## config.mk

```make
export PLATFORM = sky130hd
export DESIGN_NAME = gpio_port_toggle_sense_regs
export DESIGN_NICKNAME = d
export VERILOG_FILES = /design/src/include/gpio_port_pkg.sv /design/src/hw/gpio_port_toggle_sense_regs.sv
export SDC_FILE = /design/constraint.sdc
export NUM_CORES = 1
export LEC_CHECK = 0
export ABC_CLOCK_PERIOD_IN_PS = 2750
export BUFFER_PORTS_ARGS = -buffer_cell sky130_fd_sc_hd__clkbuf_2
export CAP_MARGIN = 5
export CORE_ASPECT_RATIO = 0.7
export CORE_MARGIN = 8
export CORE_UTILIZATION = 30
export CTS_BUF_LIST = sky130_fd_sc_hd__clkbuf_4
export DETAILED_ROUTE_END_ITERATION = 7
export GPL_TIMING_DRIVEN = 0
export PLACE_DENSITY = 0.45
export SKIP_LAST_GASP = 1
export SYNTH_ARGS = -nofsm -noshare
export SYNTH_HDL_FRONTEND = slang
export SYNTH_SLANG_ARGS = --single-unit
```

## constraint.sdc

```tcl
create_clock -name pclk -period 2.75 [get_ports pclk]
set_input_delay 0.55 -clock pclk [delete_from_list [all_inputs] [get_ports pclk]]
set_output_delay 0.55 -clock pclk [all_outputs]
set_load 0.005 [all_outputs]
```

## src/include/gpio_port_pkg.sv

```systemverilog
// Package: register map, field layout and reset values of the GPIO port
package gpio_port_pkg;

    // ======================================================================
    // Geometry
    // ======================================================================
    localparam int unsigned PINS   = 8;
    localparam int unsigned ADDR_W = 12;
    localparam int unsigned DATA_W = 32;
    localparam int unsigned IDX_W  = 8;

    // ======================================================================
    // Register indices (byte address is four times the index)
    // ======================================================================
    localparam logic [7:0] IDX_DIRECTION      = 8'h00;
    localparam logic [7:0] IDX_DIRECTION_SET  = 8'h01;
    localparam logic [7:0] IDX_DIRECTION_CLR  = 8'h02;
    localparam logic [7:0] IDX_DIRECTION_TGL  = 8'h03;
    localparam logic [7:0] IDX_OUTPUT_LEVEL   = 8'h04;
    localparam logic [7:0] IDX_OUTPUT_SET     = 8'h05;
    localparam logic [7:0] IDX_OUTPUT_CLR     = 8'h06;
    localparam logic [7:0] IDX_OUTPUT_TOGGLE  = 8'h07;
    localparam logic [7:0] IDX_INPUT_VALUE    = 8'h08;
    localparam logic [7:0] IDX_PIN_FLAGS      = 8'h09;
    localparam logic [7:0] IDX_PORT_SLEW      = 8'h0a;
    localparam logic [7:0] IDX_PIN_CONFIG     = 8'h10;
    localparam logic [7:0] IDX_FLAG_MASK      = 8'h18;
    localparam logic [7:0] IDX_ALIAS_BASE     = 8'h20;
    localparam logic [7:0] IDX_ALIAS_DIR      = 8'h20;
    localparam logic [7:0] IDX_ALIAS_OUT      = 8'h21;
    localparam logic [7:0] IDX_ALIAS_INPUT    = 8'h22;
    localparam logic [7:0] IDX_ALIAS_FLAGS    = 8'h23;

    // ======================================================================
    // Field positions and reset values
    // ======================================================================
    localparam int unsigned SLEW_LIMIT_BIT    = 0;
    localparam logic [7:0]  PIN_CONFIG_WMASK  = 8'h8f;
    localparam logic [7:0]  RESET_BYTE        = 8'h00;
    localparam logic [7:0]  FLAG_MASK_RESET   = 8'hff;

    // Input/sense selector encodings
    localparam logic [2:0] SENSE_OFF_BUFFER_ON = 3'h0;
    localparam logic [2:0] SENSE_ANY_EDGE      = 3'h1;
    localparam logic [2:0] SENSE_RISING        = 3'h2;
    localparam logic [2:0] SENSE_FALLING       = 3'h3;
    localparam logic [2:0] SENSE_BUFFER_OFF    = 3'h4;
    localparam logic [2:0] SENSE_LOW_LEVEL     = 3'h5;

    // Per-pin configuration byte
    typedef struct packed {
        logic       invert_enable;
        logic [2:0] reserved;
        logic       weak_pull_enable;
        logic [2:0] input_sense_select;
    } pin_cfg_t;

    // Pad-side signals of one port, driven toward the pads
    typedef struct packed {
        logic [7:0] level;
        logic [7:0] drive_enable;
        logic [7:0] pull_enable;
        logic [7:0] input_buffer_enable;
        logic       slew_limit_enable;
    } pad_ctrl_t;

endpackage : gpio_port_pkg

```

## src/hw/gpio_port_toggle_sense_regs.sv

```systemverilog
// Module: APB register slave and pin logic of an eight-pin GPIO port
//
// Contract
// RULE1: writing one to toggle or input-value register flips the output bit
// RULE2: reading the toggle register returns the output-level register
// RULE3: with input buffer on, input-value bit follows the pin level
// RULE4: with input buffer off, input-value bit holds its old value
// RULE5: a pin flag sets when pin activity matches its sense selector
// RULE6: writing one clears a flag; writing zero changes nothing
// RULE7: port slew bit zero enables slew limiting on all pins
// RULE8: pin config bit seven inverts both input and output value
// RULE9: pin config bit three enables pull-up only for input-only pins
// RULE10: sense codes one, two, three select both, rising, falling edges
// RULE11: code zero disables interrupt; code four also disables buffer
// RULE12: code five senses low level; codes above five are reserved
// RULE13: alias map mirrors direction, output, input, flags with same effects
// RULE14: output level reaches the pin only while its direction bit is set
// RULE15: one interrupt request stays high while any flag is set; code raises irq only for set flags whose flag_mask_q bit is set
// RULE16: pins pass a two-flop synchroniser before any logic reads them
`timescale 1ns/1ps

module gpio_port_toggle_sense_regs (
    input  wire logic                             pclk,
    input  wire logic                             presetn,
    input  wire logic                             clk_en,
    input  wire logic                             psel,
    input  wire logic                             penable,
    input  wire logic                             pwrite,
    input  wire logic [gpio_port_pkg::ADDR_W-1:0] paddr,
    input  wire logic [gpio_port_pkg::DATA_W-1:0] pwdata,
    input  wire logic [3:0]                       pstrb,
    output logic      [gpio_port_pkg::DATA_W-1:0] prdata,
    output logic                                  pready,
    output logic                                  pslverr,
    input  wire logic [7:0]                       pin_level_in,
    output gpio_port_pkg::pad_ctrl_t              pad_ctrl,
    output logic                                  irq
);

    // ======================================================================
    // Register state
    // ======================================================================
    logic [7:0]              direction_q;
    logic [7:0]              direction_d;
    logic [7:0]              output_level_q;
    logic [7:0]              output_level_d;
    logic [7:0]              input_value_q;
    logic [7:0]              pin_flags_q;
    logic [7:0]              pin_flags_d;
    logic [7:0]              flag_mask_q;
    logic                    slew_limit_q;
    gpio_port_pkg::pin_cfg_t pin_cfg_q [8];

    // Synchroniser stages
    logic [7:0] pin_meta_q;
    logic [7:0] pin_sync_q;

    // Bus state
    logic                    answer_q;
    logic [31:0]             rdata_q;
    logic                    err_q;
    logic [7:0]              reg_idx;
    logic                    addr_ok;
    logic                    mapped;
    logic [31:0]             rdata_d;
    logic                    wr_fire;
    logic [7:0]              wbyte;

    // Pin-side combinational terms
    logic [7:0] buf_en;
    logic [7:0] sample;
    logic [7:0] sense_hit;
    logic [7:0] flag_clear;
    logic       cfg_write;
    logic [2:0] cfg_sel;

    // ======================================================================
    // Address decode
    // ======================================================================
    // Only word-aligned addresses inside the low index window decode
    assign reg_idx = paddr[9:2];
    assign addr_ok = (paddr[1:0] == 2'b00)
                   && (paddr[gpio_port_pkg::ADDR_W-1:10] == '0);
    assign wbyte   = pwdata[7:0];
    assign cfg_sel = reg_idx[2:0];

    // Which indices answer without error
    always_comb begin
        mapped = 1'b0;
        if (addr_ok) begin
            if (reg_idx <= gpio_port_pkg::IDX_PORT_SLEW) begin
                mapped = 1'b1;
            end else if ((reg_idx & 8'hf8)
                         == gpio_port_pkg::IDX_PIN_CONFIG) begin
                mapped = 1'b1;
            end else if (reg_idx == gpio_port_pkg::IDX_FLAG_MASK) begin
                mapped = 1'b1;
            end else if ((reg_idx & 8'hfc)
                         == gpio_port_pkg::IDX_ALIAS_BASE) begin
                mapped = 1'b1;
            end
        end
    end

    // ======================================================================
    // APB handshake
    // ======================================================================
    // One wait state: read data is captured into a flop in the first
    // access cycle so prdata never comes straight from the decode cone.
    assign pready  = answer_q;
    assign pslverr = err_q & answer_q;
    assign prdata  = rdata_q;

    // Write strobe: only at the edge where the master sees pready high
    assign wr_fire = psel & penable & pwrite & answer_q & clk_en
                   & mapped & pstrb[0];

    // Answer flag rises one cycle into the access phase, drops after
    always_ff @(posedge pclk or negedge presetn) begin
        if (!presetn) begin
            answer_q <= 1'b0;
            err_q    <= 1'b0;
        end else if (clk_en) begin
            answer_q <= psel & penable & ~answer_q;
            err_q    <= psel & penable & ~answer_q & ~mapped;
        end
    end

    // ======================================================================
    // Read multiplexer
    // ======================================================================
    always_comb begin
        rdata_d = 32'h0000_0000;
        if (mapped && !pwrite) begin
            if ((reg_idx & 8'hf8) == gpio_port_pkg::IDX_PIN_CONFIG) begin
                rdata_d[7:0] = pin_cfg_q[cfg_sel];
            end else begin
                unique case (reg_idx)
                    gpio_port_pkg::IDX_DIRECTION,
                    gpio_port_pkg::IDX_DIRECTION_SET,
                    gpio_port_pkg::IDX_DIRECTION_CLR,
                    gpio_port_pkg::IDX_DIRECTION_TGL,
                    gpio_port_pkg::IDX_ALIAS_DIR:
                        rdata_d[7:0] = direction_q;
                    // RULE2: toggle reads output
                    gpio_port_pkg::IDX_OUTPUT_LEVEL,
                    gpio_port_pkg::IDX_OUTPUT_SET,
                    gpio_port_pkg::IDX_OUTPUT_CLR,
                    gpio_port_pkg::IDX_OUTPUT_TOGGLE,
                    gpio_port_pkg::IDX_ALIAS_OUT:
                        rdata_d[7:0] = output_level_q;
                    gpio_port_pkg::IDX_INPUT_VALUE,
                    gpio_port_pkg::IDX_ALIAS_INPUT:
                        rdata_d[7:0] = input_value_q;
                    gpio_port_pkg::IDX_PIN_FLAGS,
                    gpio_port_pkg::IDX_ALIAS_FLAGS:
                        rdata_d[7:0] = pin_flags_q;
                    gpio_port_pkg::IDX_PORT_SLEW:
                        rdata_d[gpio_port_pkg::SLEW_LIMIT_BIT] = slew_limit_q;
                    gpio_port_pkg::IDX_FLAG_MASK:
                        rdata_d[7:0] = flag_mask_q;
                    default:
                        rdata_d = 32'h0000_0000;
                endcase
            end
        end
    end

    // Capture read data once, hold it through the answer cycle
    always_ff @(posedge pclk or negedge presetn) begin
        if (!presetn) begin
            rdata_q <= 32'h0000_0000;
        end else if (clk_en && psel && penable && !answer_q) begin
            rdata_q <= rdata_d;
        end
    end

    // ======================================================================
    // Direction register
    // ======================================================================
    // Set, clear and toggle views avoid read-modify-write in software
    always_comb begin
        direction_d = direction_q;
        if (wr_fire) begin
            unique case (reg_idx)
                gpio_port_pkg::IDX_DIRECTION,
                // RULE13: alias direction write
                gpio_port_pkg::IDX_ALIAS_DIR:
                    direction_d = wbyte;
                gpio_port_pkg::IDX_DIRECTION_SET:
                    direction_d = direction_q | wbyte;
                gpio_port_pkg::IDX_DIRECTION_CLR:
                    direction_d = direction_q & ~wbyte;
                gpio_port_pkg::IDX_DIRECTION_TGL:
                    direction_d = direction_q ^ wbyte;
                default:
                    direction_d = direction_q;
            endcase
        end
    end

    always_ff @(posedge pclk or negedge presetn) begin
        if (!presetn) begin
            direction_q <= gpio_port_pkg::RESET_BYTE;
        end else if (clk_en) begin
            direction_q <= direction_d;
        end
    end

    // ======================================================================
    // Output-level register
    // ======================================================================
    always_comb begin
        output_level_d = output_level_q;
        if (wr_fire) begin
            unique case (reg_idx)
                gpio_port_pkg::IDX_OUTPUT_LEVEL,
                // RULE13: alias output write
                gpio_port_pkg::IDX_ALIAS_OUT:
                    output_level_d = wbyte;
                gpio_port_pkg::IDX_OUTPUT_SET:
                    output_level_d = output_level_q | wbyte;
                gpio_port_pkg::IDX_OUTPUT_CLR:
                    output_level_d = output_level_q & ~wbyte;
                // RULE1: ones toggle outputs
                gpio_port_pkg::IDX_OUTPUT_TOGGLE,
                gpio_port_pkg::IDX_INPUT_VALUE,
                gpio_port_pkg::IDX_ALIAS_INPUT:
                    output_level_d = output_level_q ^ wbyte;
                default:
                    output_level_d = output_level_q;
            endcase
        end
    end

    always_ff @(posedge pclk or negedge presetn) begin
        if (!presetn) begin
            output_level_q <= gpio_port_pkg::RESET_BYTE;
        end else if (clk_en) begin
            output_level_q <= output_level_d;
        end
    end

    // ======================================================================
    // Port slew control and interrupt mask
    // ======================================================================
    // Mask resets open so a set flag raises irq without any setup
    always_ff @(posedge pclk or negedge presetn) begin
        if (!presetn) begin
            slew_limit_q <= 1'b0;
            flag_mask_q  <= gpio_port_pkg::FLAG_MASK_RESET;
        end else if (clk_en && wr_fire) begin
            if (reg_idx == gpio_port_pkg::IDX_PORT_SLEW) begin
                slew_limit_q <= wbyte[gpio_port_pkg::SLEW_LIMIT_BIT];
            end
            if (reg_idx == gpio_port_pkg::IDX_FLAG_MASK) begin
                flag_mask_q <= wbyte;
            end
        end
    end

    // ======================================================================
    // Pin configuration bytes
    // ======================================================================
    // Reserved bits 6:4 are never stored and read back as zero
    assign cfg_write = wr_fire
        && ((reg_idx & 8'hf8) == gpio_port_pkg::IDX_PIN_CONFIG);

    always_ff @(posedge pclk or negedge presetn) begin
        if (!presetn) begin
            for (int i = 0; i < 8; i++) begin
                pin_cfg_q[i] <= gpio_port_pkg::RESET_BYTE;
            end
        end else if (clk_en && cfg_write) begin
            pin_cfg_q[cfg_sel] <= wbyte & gpio_port_pkg::PIN_CONFIG_WMASK;
        end
    end

    // ======================================================================
    // Input synchroniser
    // ======================================================================
    // RULE16: two flops before use
    always_ff @(posedge pclk or negedge presetn) begin
        if (!presetn) begin
            pin_meta_q <= gpio_port_pkg::RESET_BYTE;
            pin_sync_q <= gpio_port_pkg::RESET_BYTE;
        end else if (clk_en) begin
            pin_meta_q <= pin_level_in;
            pin_sync_q <= pin_meta_q;
        end
    end

    // ======================================================================
    // Per-pin sense logic
    // ======================================================================
    // The previous sample is the input-value bit itself, so an edge is a
    // difference between the fresh sample and what software last could see.
    // Flipping the invert bit on a live pin therefore looks like an edge.
    always_comb begin
        for (int i = 0; i < 8; i++) begin
            // RULE11: code four kills buffer
            buf_en[i] = pin_cfg_q[i].input_sense_select
                        != gpio_port_pkg::SENSE_BUFFER_OFF;
            // RULE8: input inversion
            sample[i] = pin_sync_q[i] ^ pin_cfg_q[i].invert_enable;
            sense_hit[i] = 1'b0;
            if (buf_en[i]) begin
                unique case (pin_cfg_q[i].input_sense_select)
                    // RULE10: edge sense codes
                    gpio_port_pkg::SENSE_ANY_EDGE:
                        sense_hit[i] = sample[i] ^ input_value_q[i];
                    gpio_port_pkg::SENSE_RISING:
                        sense_hit[i] = sample[i] & ~input_value_q[i];
                    gpio_port_pkg::SENSE_FALLING:
                        sense_hit[i] = ~sample[i] & input_value_q[i];
                    // RULE12: low level sense
                    gpio_port_pkg::SENSE_LOW_LEVEL:
                        sense_hit[i] = ~sample[i];
                    // RULE11: code zero no interrupt
                    default:
                        sense_hit[i] = 1'b0;
                endcase
            end
        end
    end

    // ======================================================================
    // Input-value register
    // ======================================================================
    always_ff @(posedge pclk or negedge presetn) begin
        if (!presetn) begin
            input_value_q <= gpio_port_pkg::RESET_BYTE;
        end else if (clk_en) begin
            for (int i = 0; i < 8; i++) begin
                // RULE3: follow pin when buffered
                if (buf_en[i]) begin
                    input_value_q[i] <= sample[i];
                end
                // RULE4: hold when buffer off
            end
        end
    end

    // ======================================================================
    // Pin event flags
    // ======================================================================
    // RULE6: write one clears
    assign flag_clear = (wr_fire
        && (reg_idx == gpio_port_pkg::IDX_PIN_FLAGS
            || reg_idx == gpio_port_pkg::IDX_ALIAS_FLAGS)) ? wbyte : 8'h00;

    // RULE5: set on match, set beats clear
    assign pin_flags_d = sense_hit | (pin_flags_q & ~flag_clear);

    always_ff @(posedge pclk or negedge presetn) begin
        if (!presetn) begin
            pin_flags_q <= gpio_port_pkg::RESET_BYTE;
        end else if (clk_en) begin
            pin_flags_q <= pin_flags_d;
        end
    end

    // ======================================================================
    // Interrupt output
    // ======================================================================
    // RULE15: level request from flags
    assign irq = |(pin_flags_q & flag_mask_q);

    // ======================================================================
    // Pad controls
    // ======================================================================
    always_comb begin
        for (int i = 0; i < 8; i++) begin
            // RULE8: output inversion
            pad_ctrl.level[i] = output_level_q[i]
                              ^ pin_cfg_q[i].invert_enable;
            // RULE9: pull only when input-only
            pad_ctrl.pull_enable[i] = pin_cfg_q[i].weak_pull_enable
                                    & ~direction_q[i];
        end
        // RULE14: drive only with direction set
        pad_ctrl.drive_enable        = direction_q;
        pad_ctrl.input_buffer_enable = buf_en;
        // RULE7: port-wide slew limit
        pad_ctrl.slew_limit_enable   = slew_limit_q;
    end

endmodule : gpio_port_toggle_sense_regs

```

Word-level counts from Yosys, hierarchy flattened
Cells that the tools add are included.
{"block": "totals", "reg_bits": 155, "latchBits": 0, "ramBits": 0, "rom_bits": 0, "input_bits": 62, "out_inout_bits": 68, "elab_cells": 277, "n_memories": 0}
{"block": "classes", "n_addsub": 0, "mul": 0, "div_mod_pow": 0, "magnitude_cmp": 3, "eq_ne": 57, "shifts": 0, "mux": 34, "bitwise_logic": 95, "n_reduce_logical": 38}
{"op": "bitwise mux 64 bit", "count": 1}
{"op": "case mux 8 bit (4 select lines)", "count": 2}
{"op": "equality test 3 x 2 -> 1 bit, second input constant", "count": 16}
{"op": "2-to-1 mux 8 bit", "count": 6}
{"op": "case mux 7 bit (5 select lines)", "count": 1}
{"op": "bitwise AND 1 bit", "count": 33}
{"op": "bitwise AND 8 bit", "count": 4}
{"op": "equality test 8 x 3 -> 1 bit, second input constant", "count": 4}
{"op": "equality test 8 x 6 -> 1 bit, second input constant", "count": 4}
{"op": "case mux 1 bit (4 select lines)", "count": 8}
{"op": "inverter 1 bit", "count": 26}
{"op": "binary-select mux 8 bit (select 3 bit)", "count": 1}
{"op": "demux 8 bit (select 3 bit)", "count": 1}
{"op": "equality test 3 x 1 -> 1 bit, second input constant", "count": 8}
{"op": "equality test 3 bit, second input constant", "count": 8}
{"op": "equality test 8 x 4 -> 1 bit, second input constant", "count": 3}
{"op": "inequality test 3 bit, second input constant", "count": 8}
{"op": "bitwise OR 8 bit", "count": 3}
{"op": "bitwise XOR 1 bit", "count": 24}
{"op": "AND reduction 2 bit", "count": 10}
{"op": "equality test 8 x 2 -> 1 bit, second input constant", "count": 2}
{"op": "inverter 8 bit", "count": 2}
{"op": "bitwise XOR 8 bit", "count": 2}
{"op": "2-to-1 mux 1 bit", "count": 13}
{"op": "other kinds (20)", "count": 37}

Depth between registers and ports, before layout
{"block": "depth", "word_depth": 13, "depth_mapped": 8, "ltp_nobuf": 7}

Least setup slack after synthesis
Ideal clock, no wire load.
{"block": "synth_path", "kind": "input port to flip-flop", "from": "in paddr[1] in the netlist's numbering", "to": "reg pin_cfg_q[41] in the netlist's numbering", "setup_ps": 125, "t_arrival_ps": 2213, "required_time_ps": 2625, "slack_ps": 413, "path_stages": 5, "path_buffers": 0, "path_cell_list": "or4_4 > nor3_4 > nand2_2 > nor3b_4 > mux2_2"}
{"block": "synth_via", "elab_chain_len": 7}
{"item": "start: declaration", "line": "gpio_port_toggle_sense_regs.sv:29", "rtl": "input wire logic [gpio_port_pkg::ADDR_W-1:0] paddr,"}
{"item": "zero test 2 bit", "line": "gpio_port_toggle_sense_regs.sv:82", "rtl": "assign addr_ok = (paddr[1:0] == 2'b00)"}
{"item": "logical AND 1 bit", "line": "gpio_port_toggle_sense_regs.sv:83", "rtl": "&& (paddr[gpio_port_pkg::ADDR_W-1:10] == '0);"}
{"item": "2-to-1 mux 1 bit", "line": "gpio_port_toggle_sense_regs.sv:90", "rtl": "if (addr_ok) begin"}
{"item": "bitwise AND 1 bit (2 in series)", "line": "gpio_port_toggle_sense_regs.sv:116", "rtl": "& mapped & pstrb[0];"}
{"item": "logical AND 1 bit", "line": "gpio_port_toggle_sense_regs.sv:267", "rtl": "&& ((reg_idx & 8'hf8) == gpio_port_pkg::IDX_PIN_CONFIG);"}
{"item": "logical AND 1 bit", "line": "gpio_port_toggle_sense_regs.sv:274", "rtl": "end else if (clk_en && cfg_write) begin"}
{"item": "end signal: indexed assignment", "line": "gpio_port_toggle_sense_regs.sv:272", "rtl": "pin_cfg_q[i] <= gpio_port_pkg::RESET_BYTE;"}
{"item": "end signal: indexed assignment", "line": "gpio_port_toggle_sense_regs.sv:275", "rtl": "pin_cfg_q[cfg_sel] <= wbyte & gpio_port_pkg::PIN_CONFIG_WMASK;"}
{"item": "end: declaration", "line": "gpio_port_toggle_sense_regs.sv:52", "rtl": "gpio_port_pkg::pin_cfg_t pin_cfg_q [8];"}
No other way between the ends.
A chain may end at the register's enable or synchronous reset.

Final worst setup path
{"block": "layout_path", "from": "in paddr[7] in the netlist's numbering", "to": "reg direction_q[0]"}
{"block": "layout_via", "elab_chain_len": 9, "elab_cells_between_ends": 20, "cone_classes": "order compare (1); eq/ne (7); mux (6); bitwise (2); reduce/logical (4)"}
{"item": "equality test 6 x 4 -> 1 bit", "line": "gpio_port_toggle_sense_regs.sv:99", "rtl": "== gpio_port_pkg::IDX_ALIAS_BASE) begin"}
{"item": "2-to-1 mux 1 bit", "line": "gpio_port_toggle_sense_regs.sv:98", "rtl": "end else if ((reg_idx & 8'hfc)"}
{"item": "2-to-1 mux 1 bit", "line": "gpio_port_toggle_sense_regs.sv:96", "rtl": "end else if (reg_idx == gpio_port_pkg::IDX_FLAG_MASK) begin"}
{"item": "2-to-1 mux 1 bit", "line": "gpio_port_toggle_sense_regs.sv:93", "rtl": "end else if ((reg_idx & 8'hf8)"}
{"item": "2-to-1 mux 1 bit", "line": "gpio_port_toggle_sense_regs.sv:91", "rtl": "if (reg_idx <= gpio_port_pkg::IDX_PORT_SLEW) begin"}
{"item": "2-to-1 mux 1 bit", "line": "gpio_port_toggle_sense_regs.sv:90"}
{"item": "bitwise AND 1 bit (2 in series)", "line": "gpio_port_toggle_sense_regs.sv:116"}
{"item": "AND reduction 3 bit (no line)"}
{"item": "end signal: assignment", "line": "gpio_port_toggle_sense_regs.sv:204", "rtl": "direction_q <= gpio_port_pkg::RESET_BYTE;"}
{"item": "end signal: assignment", "line": "gpio_port_toggle_sense_regs.sv:206", "rtl": "direction_q <= direction_d;"}
{"item": "end: declaration", "line": "gpio_port_toggle_sense_regs.sv:43", "rtl": "logic [7:0] direction_q;"}
Parallel ways exist; a longest one is shown, timed or not.

==> flow_metrics.py <==
metrics = {
    "status": {
        "outcome": "completed",
    },
    "sta": {
        "timing.clock.skew_ns": 0.01712,
        "finalHoldViolCount": 0,
        "clock.fmax_mhz": 405.3,
        "transition_at_the_pin_with_the_smallest_max_transition_slack_ns": 0.8355,
        "timing.final.max_slew_violations": 0,
        "final_period_minus_worst_setup_slack_ns": 2.467,
        "worst_slew_margin_rel": 0.4430,
        "postLayoutSetupSlackWorst_ns": 0.2829,
        "holdWs_ns": 0.2689,
        "post-route-period-util": 0.8971,
        "grt_setup_unrepaired": "false",
        "setup_viol_count_final": 0,
    },
    "yosys": {
        "yosys_warnings": 0,
        "post_synth_num_cell_types": 65,
        "seq_area_frac_synth": 0.3855,
        "syn_inst": 701,
        "synth-async-reset-ratio": 1.000,
        "yosysTopAreaCellShare": 0.3553,
        "post-synth-top-area-cell": "sky130_fd_sc_hd__dfrtp_1",
        "postSynthRegisterBits": 107,
        "synth.cell_area_mm2": 0.006972,
        "number_of_synthesized_flops_with_an_enable_pin": 0,
        "synth_flop_cell": "sky130_fd_sc_hd__dfrtp_1",
        "post_synth.cell_area_avg_um2": 9.945,
        "synth_area_leaders": "sky130_fd_sc_hd__dfrtp_1 36%, sky130_fd_sc_hd__ha_1 8.6%, sky130_fd_sc_hd__mux2_2 8.2%, sky130_fd_sc_hd__nand2_1 4.4%, sky130_fd_sc_hd__o21ai_0 4.3%",
    },
    "floorplanning": {
        "fp.dieW_um": 198.2,
        "rows": 46,
        "die_outline_area_mm2": 0.02845,
        "placeableCoreArea_mm2": 0.02273,
        "floorplan.die.height_um": 143.5,
        "initial_utilization": 0.3067,
        "num_io_pins": 130,
    },
    "setup_path": {
        "worst-setup-path-type": "input port to flip-flop",
        "critPathLaunchType": "input port",
        "critical_path_required_ns": 3.19,
        "worst-endpoint-arrival_ns": 2.90,
        "timing.critical_path.fanout_max": 10,
        "worstSetupEndpointType": "flip-flop",
    },
    "route": {
        "antenna_left": 0,
        "wl_met2_um": 8737,
        "route.top_layer_used": "met4",
        "met3_wire_len_um": 1434,
        "totalWireLength_um": 23020,
        "drt_pass1_iterations": 5,
        "drt_iter0_drc": 441,
        "avgRoutedWirePerCell_um": 20.39,
        "met1Wirelength_um": 12680,
        "drt-vias-per-instance": 5.025,
        "remaining_drc_errors": 0,
        "vias": 5673,
    },
    "global_routing": {
        "antenna_found_initial": 1,
        "overflow_left_after_global_routing": 0,
        "gr-usage-all-layers": 0.1650,
        "grt_max_degree": 85,
        "first_global_vias": 5555,
        "global_route_wire_length_before_repair_um": 35360,
    },
    "place": {
        "detailed_place_hpwl_um": 17710,
        "dpl-instance-area_mm2": 0.007855,
        "gp_congestion": 0.8446,
        "dp_slack_ns": -0.1863,
        "port-buffer-count": 73,
    },
    "power_and_ir_drop": {
        "power.clock.fraction": 0.292,
        "power_frac_comb": 0.154,
        "powerDensity_mw_per_mm2": 374.5,
        "switching_power_w": 0.0009038,
        "static-leakage-power_nw": 3.842,
        "pwr-share-seq": 0.554,
        "swShare": 0.3015,
        "p_int_w": 0.002093,
        "vdd_drop_max_mv": 0.2243,
    },
    "finish": {
        "area.growth.synth_to_final_pct": 14.81,
        "final_instance_area_mm2": 0.008004,
        "finish.net_count": 921,
        "final_cell_mix": "99 x sky130_fd_sc_hd__dfrtp_1, 81 x sky130_fd_sc_hd__nand2_1, 72 x sky130_fd_sc_hd__clkbuf_2, 60 x sky130_fd_sc_hd__o21ai_0, 51 x sky130_fd_sc_hd__mux2_2",
        "layout-drive-gt1-share": 0.2586,
        "mostFrequentLayoutCell": "sky130_fd_sc_hd__dfrtp_1",
        "fill_cells": 2342,
    },
    "job": {
        "cap_violations": 0,
    },
    "clock_tree": {
        "clock_sinks": 107,
        "worst_setup_hold_path_clk_slew_ns": 0.17,
        "htree_num_levels": 3,
        "tritoncts.num_buffers": 9,
        "post_cts.resized_instances": 0,
        "root_buffer": "sky130_fd_sc_hd__clkbuf_4",
        "clk_latency_ns": 0.50,
        "cts_tree": "yes",
        "cts_buffer_depth": 2,
        "post_cts.repair.setup_buffers": 0,
    },
    "worst_hold_path": {
        "hold_class": "input port to flip-flop",
    },
}
what timing repair did:
| item | 4_1_cts | 5_1_grt |
|---|---|---|
| endpoints found under the hold margin | 23 | 0 |
| endpoints found under the setup margin | 0 | 0 |
| hold buffers | 1 | 0 |
through the flow:
step                  util  TNS (ns)  cells  power (W)
floorplan                -         0    724   0.001974
global placement    0.3437    -66.95   1109   0.002144
detailed placement  0.3455    -1.684   1111   0.002153
CTS                 0.3520         0   1128   0.003023
global route        0.3521         0   1129   0.003149
finish              0.3521         0   1129   0.002997
synth_stat cells, drive strengths merged, types with 16 or more instances:
cell and number:
mux2 52, mux2i 22, o21ai 61, ha 48
nor2 22, a21oi 19, nand2 82, dfrtp 99
xor2 16, a22oi 18, buf 41, inv 50
worst paths after layout:
check                                       to  slack (ns)  cells past startpoint             from
worst max-delay path            direction_q[0]        0.28                      7         paddr[7]
worst min-delay path             pin_meta_q[3]        0.27                      2  pin_level_in[3]
worst max register to register   pin_cfg_q[41]        0.73                      5           pready
worst min register to register  flag_mask_q[7]        0.51                      2   flag_mask_q[7]
max in group asynchronous       flag_mask_q[1]        1.52                      3          presetn
min in group asynchronous        pin_cfg_q[49]        0.49                      2          presetn
metal layers:
layer / vias to the layer above / track usage
li1: 2670 / -
met4: 0 / 0.02665
met1: 2821 / 0.2655
met5: - / 0
met2: 171 / 0.2194
met3: 11 / 0.03318
cell families (layout without fill, tap and decap cells):
logic type | Yosys count | in the layout | share of synthesized area
AOI/OAI and AO/OA | 171 | 171 | 0.1608
xor gates and xnor gates | 16 | 16 | 0.02010
adders and majority gates | 48 | 48 | 0.08615
buffers and inverters | 106 | 198 | 0.07340
DFF | 107 | 107 | 0.3855
muxes | 84 | 84 | 0.1479
other | 1 | 25 | 0.0005379
and+or+nand+nor | 168 | 168 | 0.1256
power groups by stage:
stage | clock [W] | sequential [W] | combinational, W
2_1_floorplan | 0 | 0.00168 | 0.000296
3_3_place_gp | 0 | 0.00169 | 0.000455
3_5_place_dp | 0 | 0.00169 | 0.000463
4_1_cts | 0.000896 | 0.00166 | 0.000466
5_1_grt | 0.000951 | 0.00167 | 0.000530
6_report | 0.000874 | 0.00166 | 0.000463
area by class of cell:
class	count	area [µm²]	share of cell area
clock inverters	5	53.80	0.006722
clock buffers	11	82.58	0.01032
flip-flops and latches	107	2688	0.3358
repair buffers	76	416.7	0.05206
plain buffers	56	324.1	0.04049
diodes	1	2.502	0.0003126
well taps	312	390.4	0.04877
multi-input cells	511	3859	0.4821
inverters	50	187.7	0.02345
state kept, by name, summed over array words and instances (netlist names), 8 cells and up:
name            cells
pin_cfg_q          40
flag_mask_q         8
direction_q         8
output_level_q      8
pin_sync_q          8
input_value_q       8
prdata              8
pin_flags_q         8
pin_meta_q          8
critical path, cell delays in order:
cell                       delay (ns)
sky130_fd_sc_hd__clkbuf_2        0.09
sky130_fd_sc_hd__buf_2           0.17
sky130_fd_sc_hd__nor4_1          0.61
sky130_fd_sc_hd__nand2_1         0.44
sky130_fd_sc_hd__nor2_1          0.68
sky130_fd_sc_hd__o22ai_1         0.18
sky130_fd_sc_hd__mux2i_1         0.17
Power figures use the tool's default switching activity.
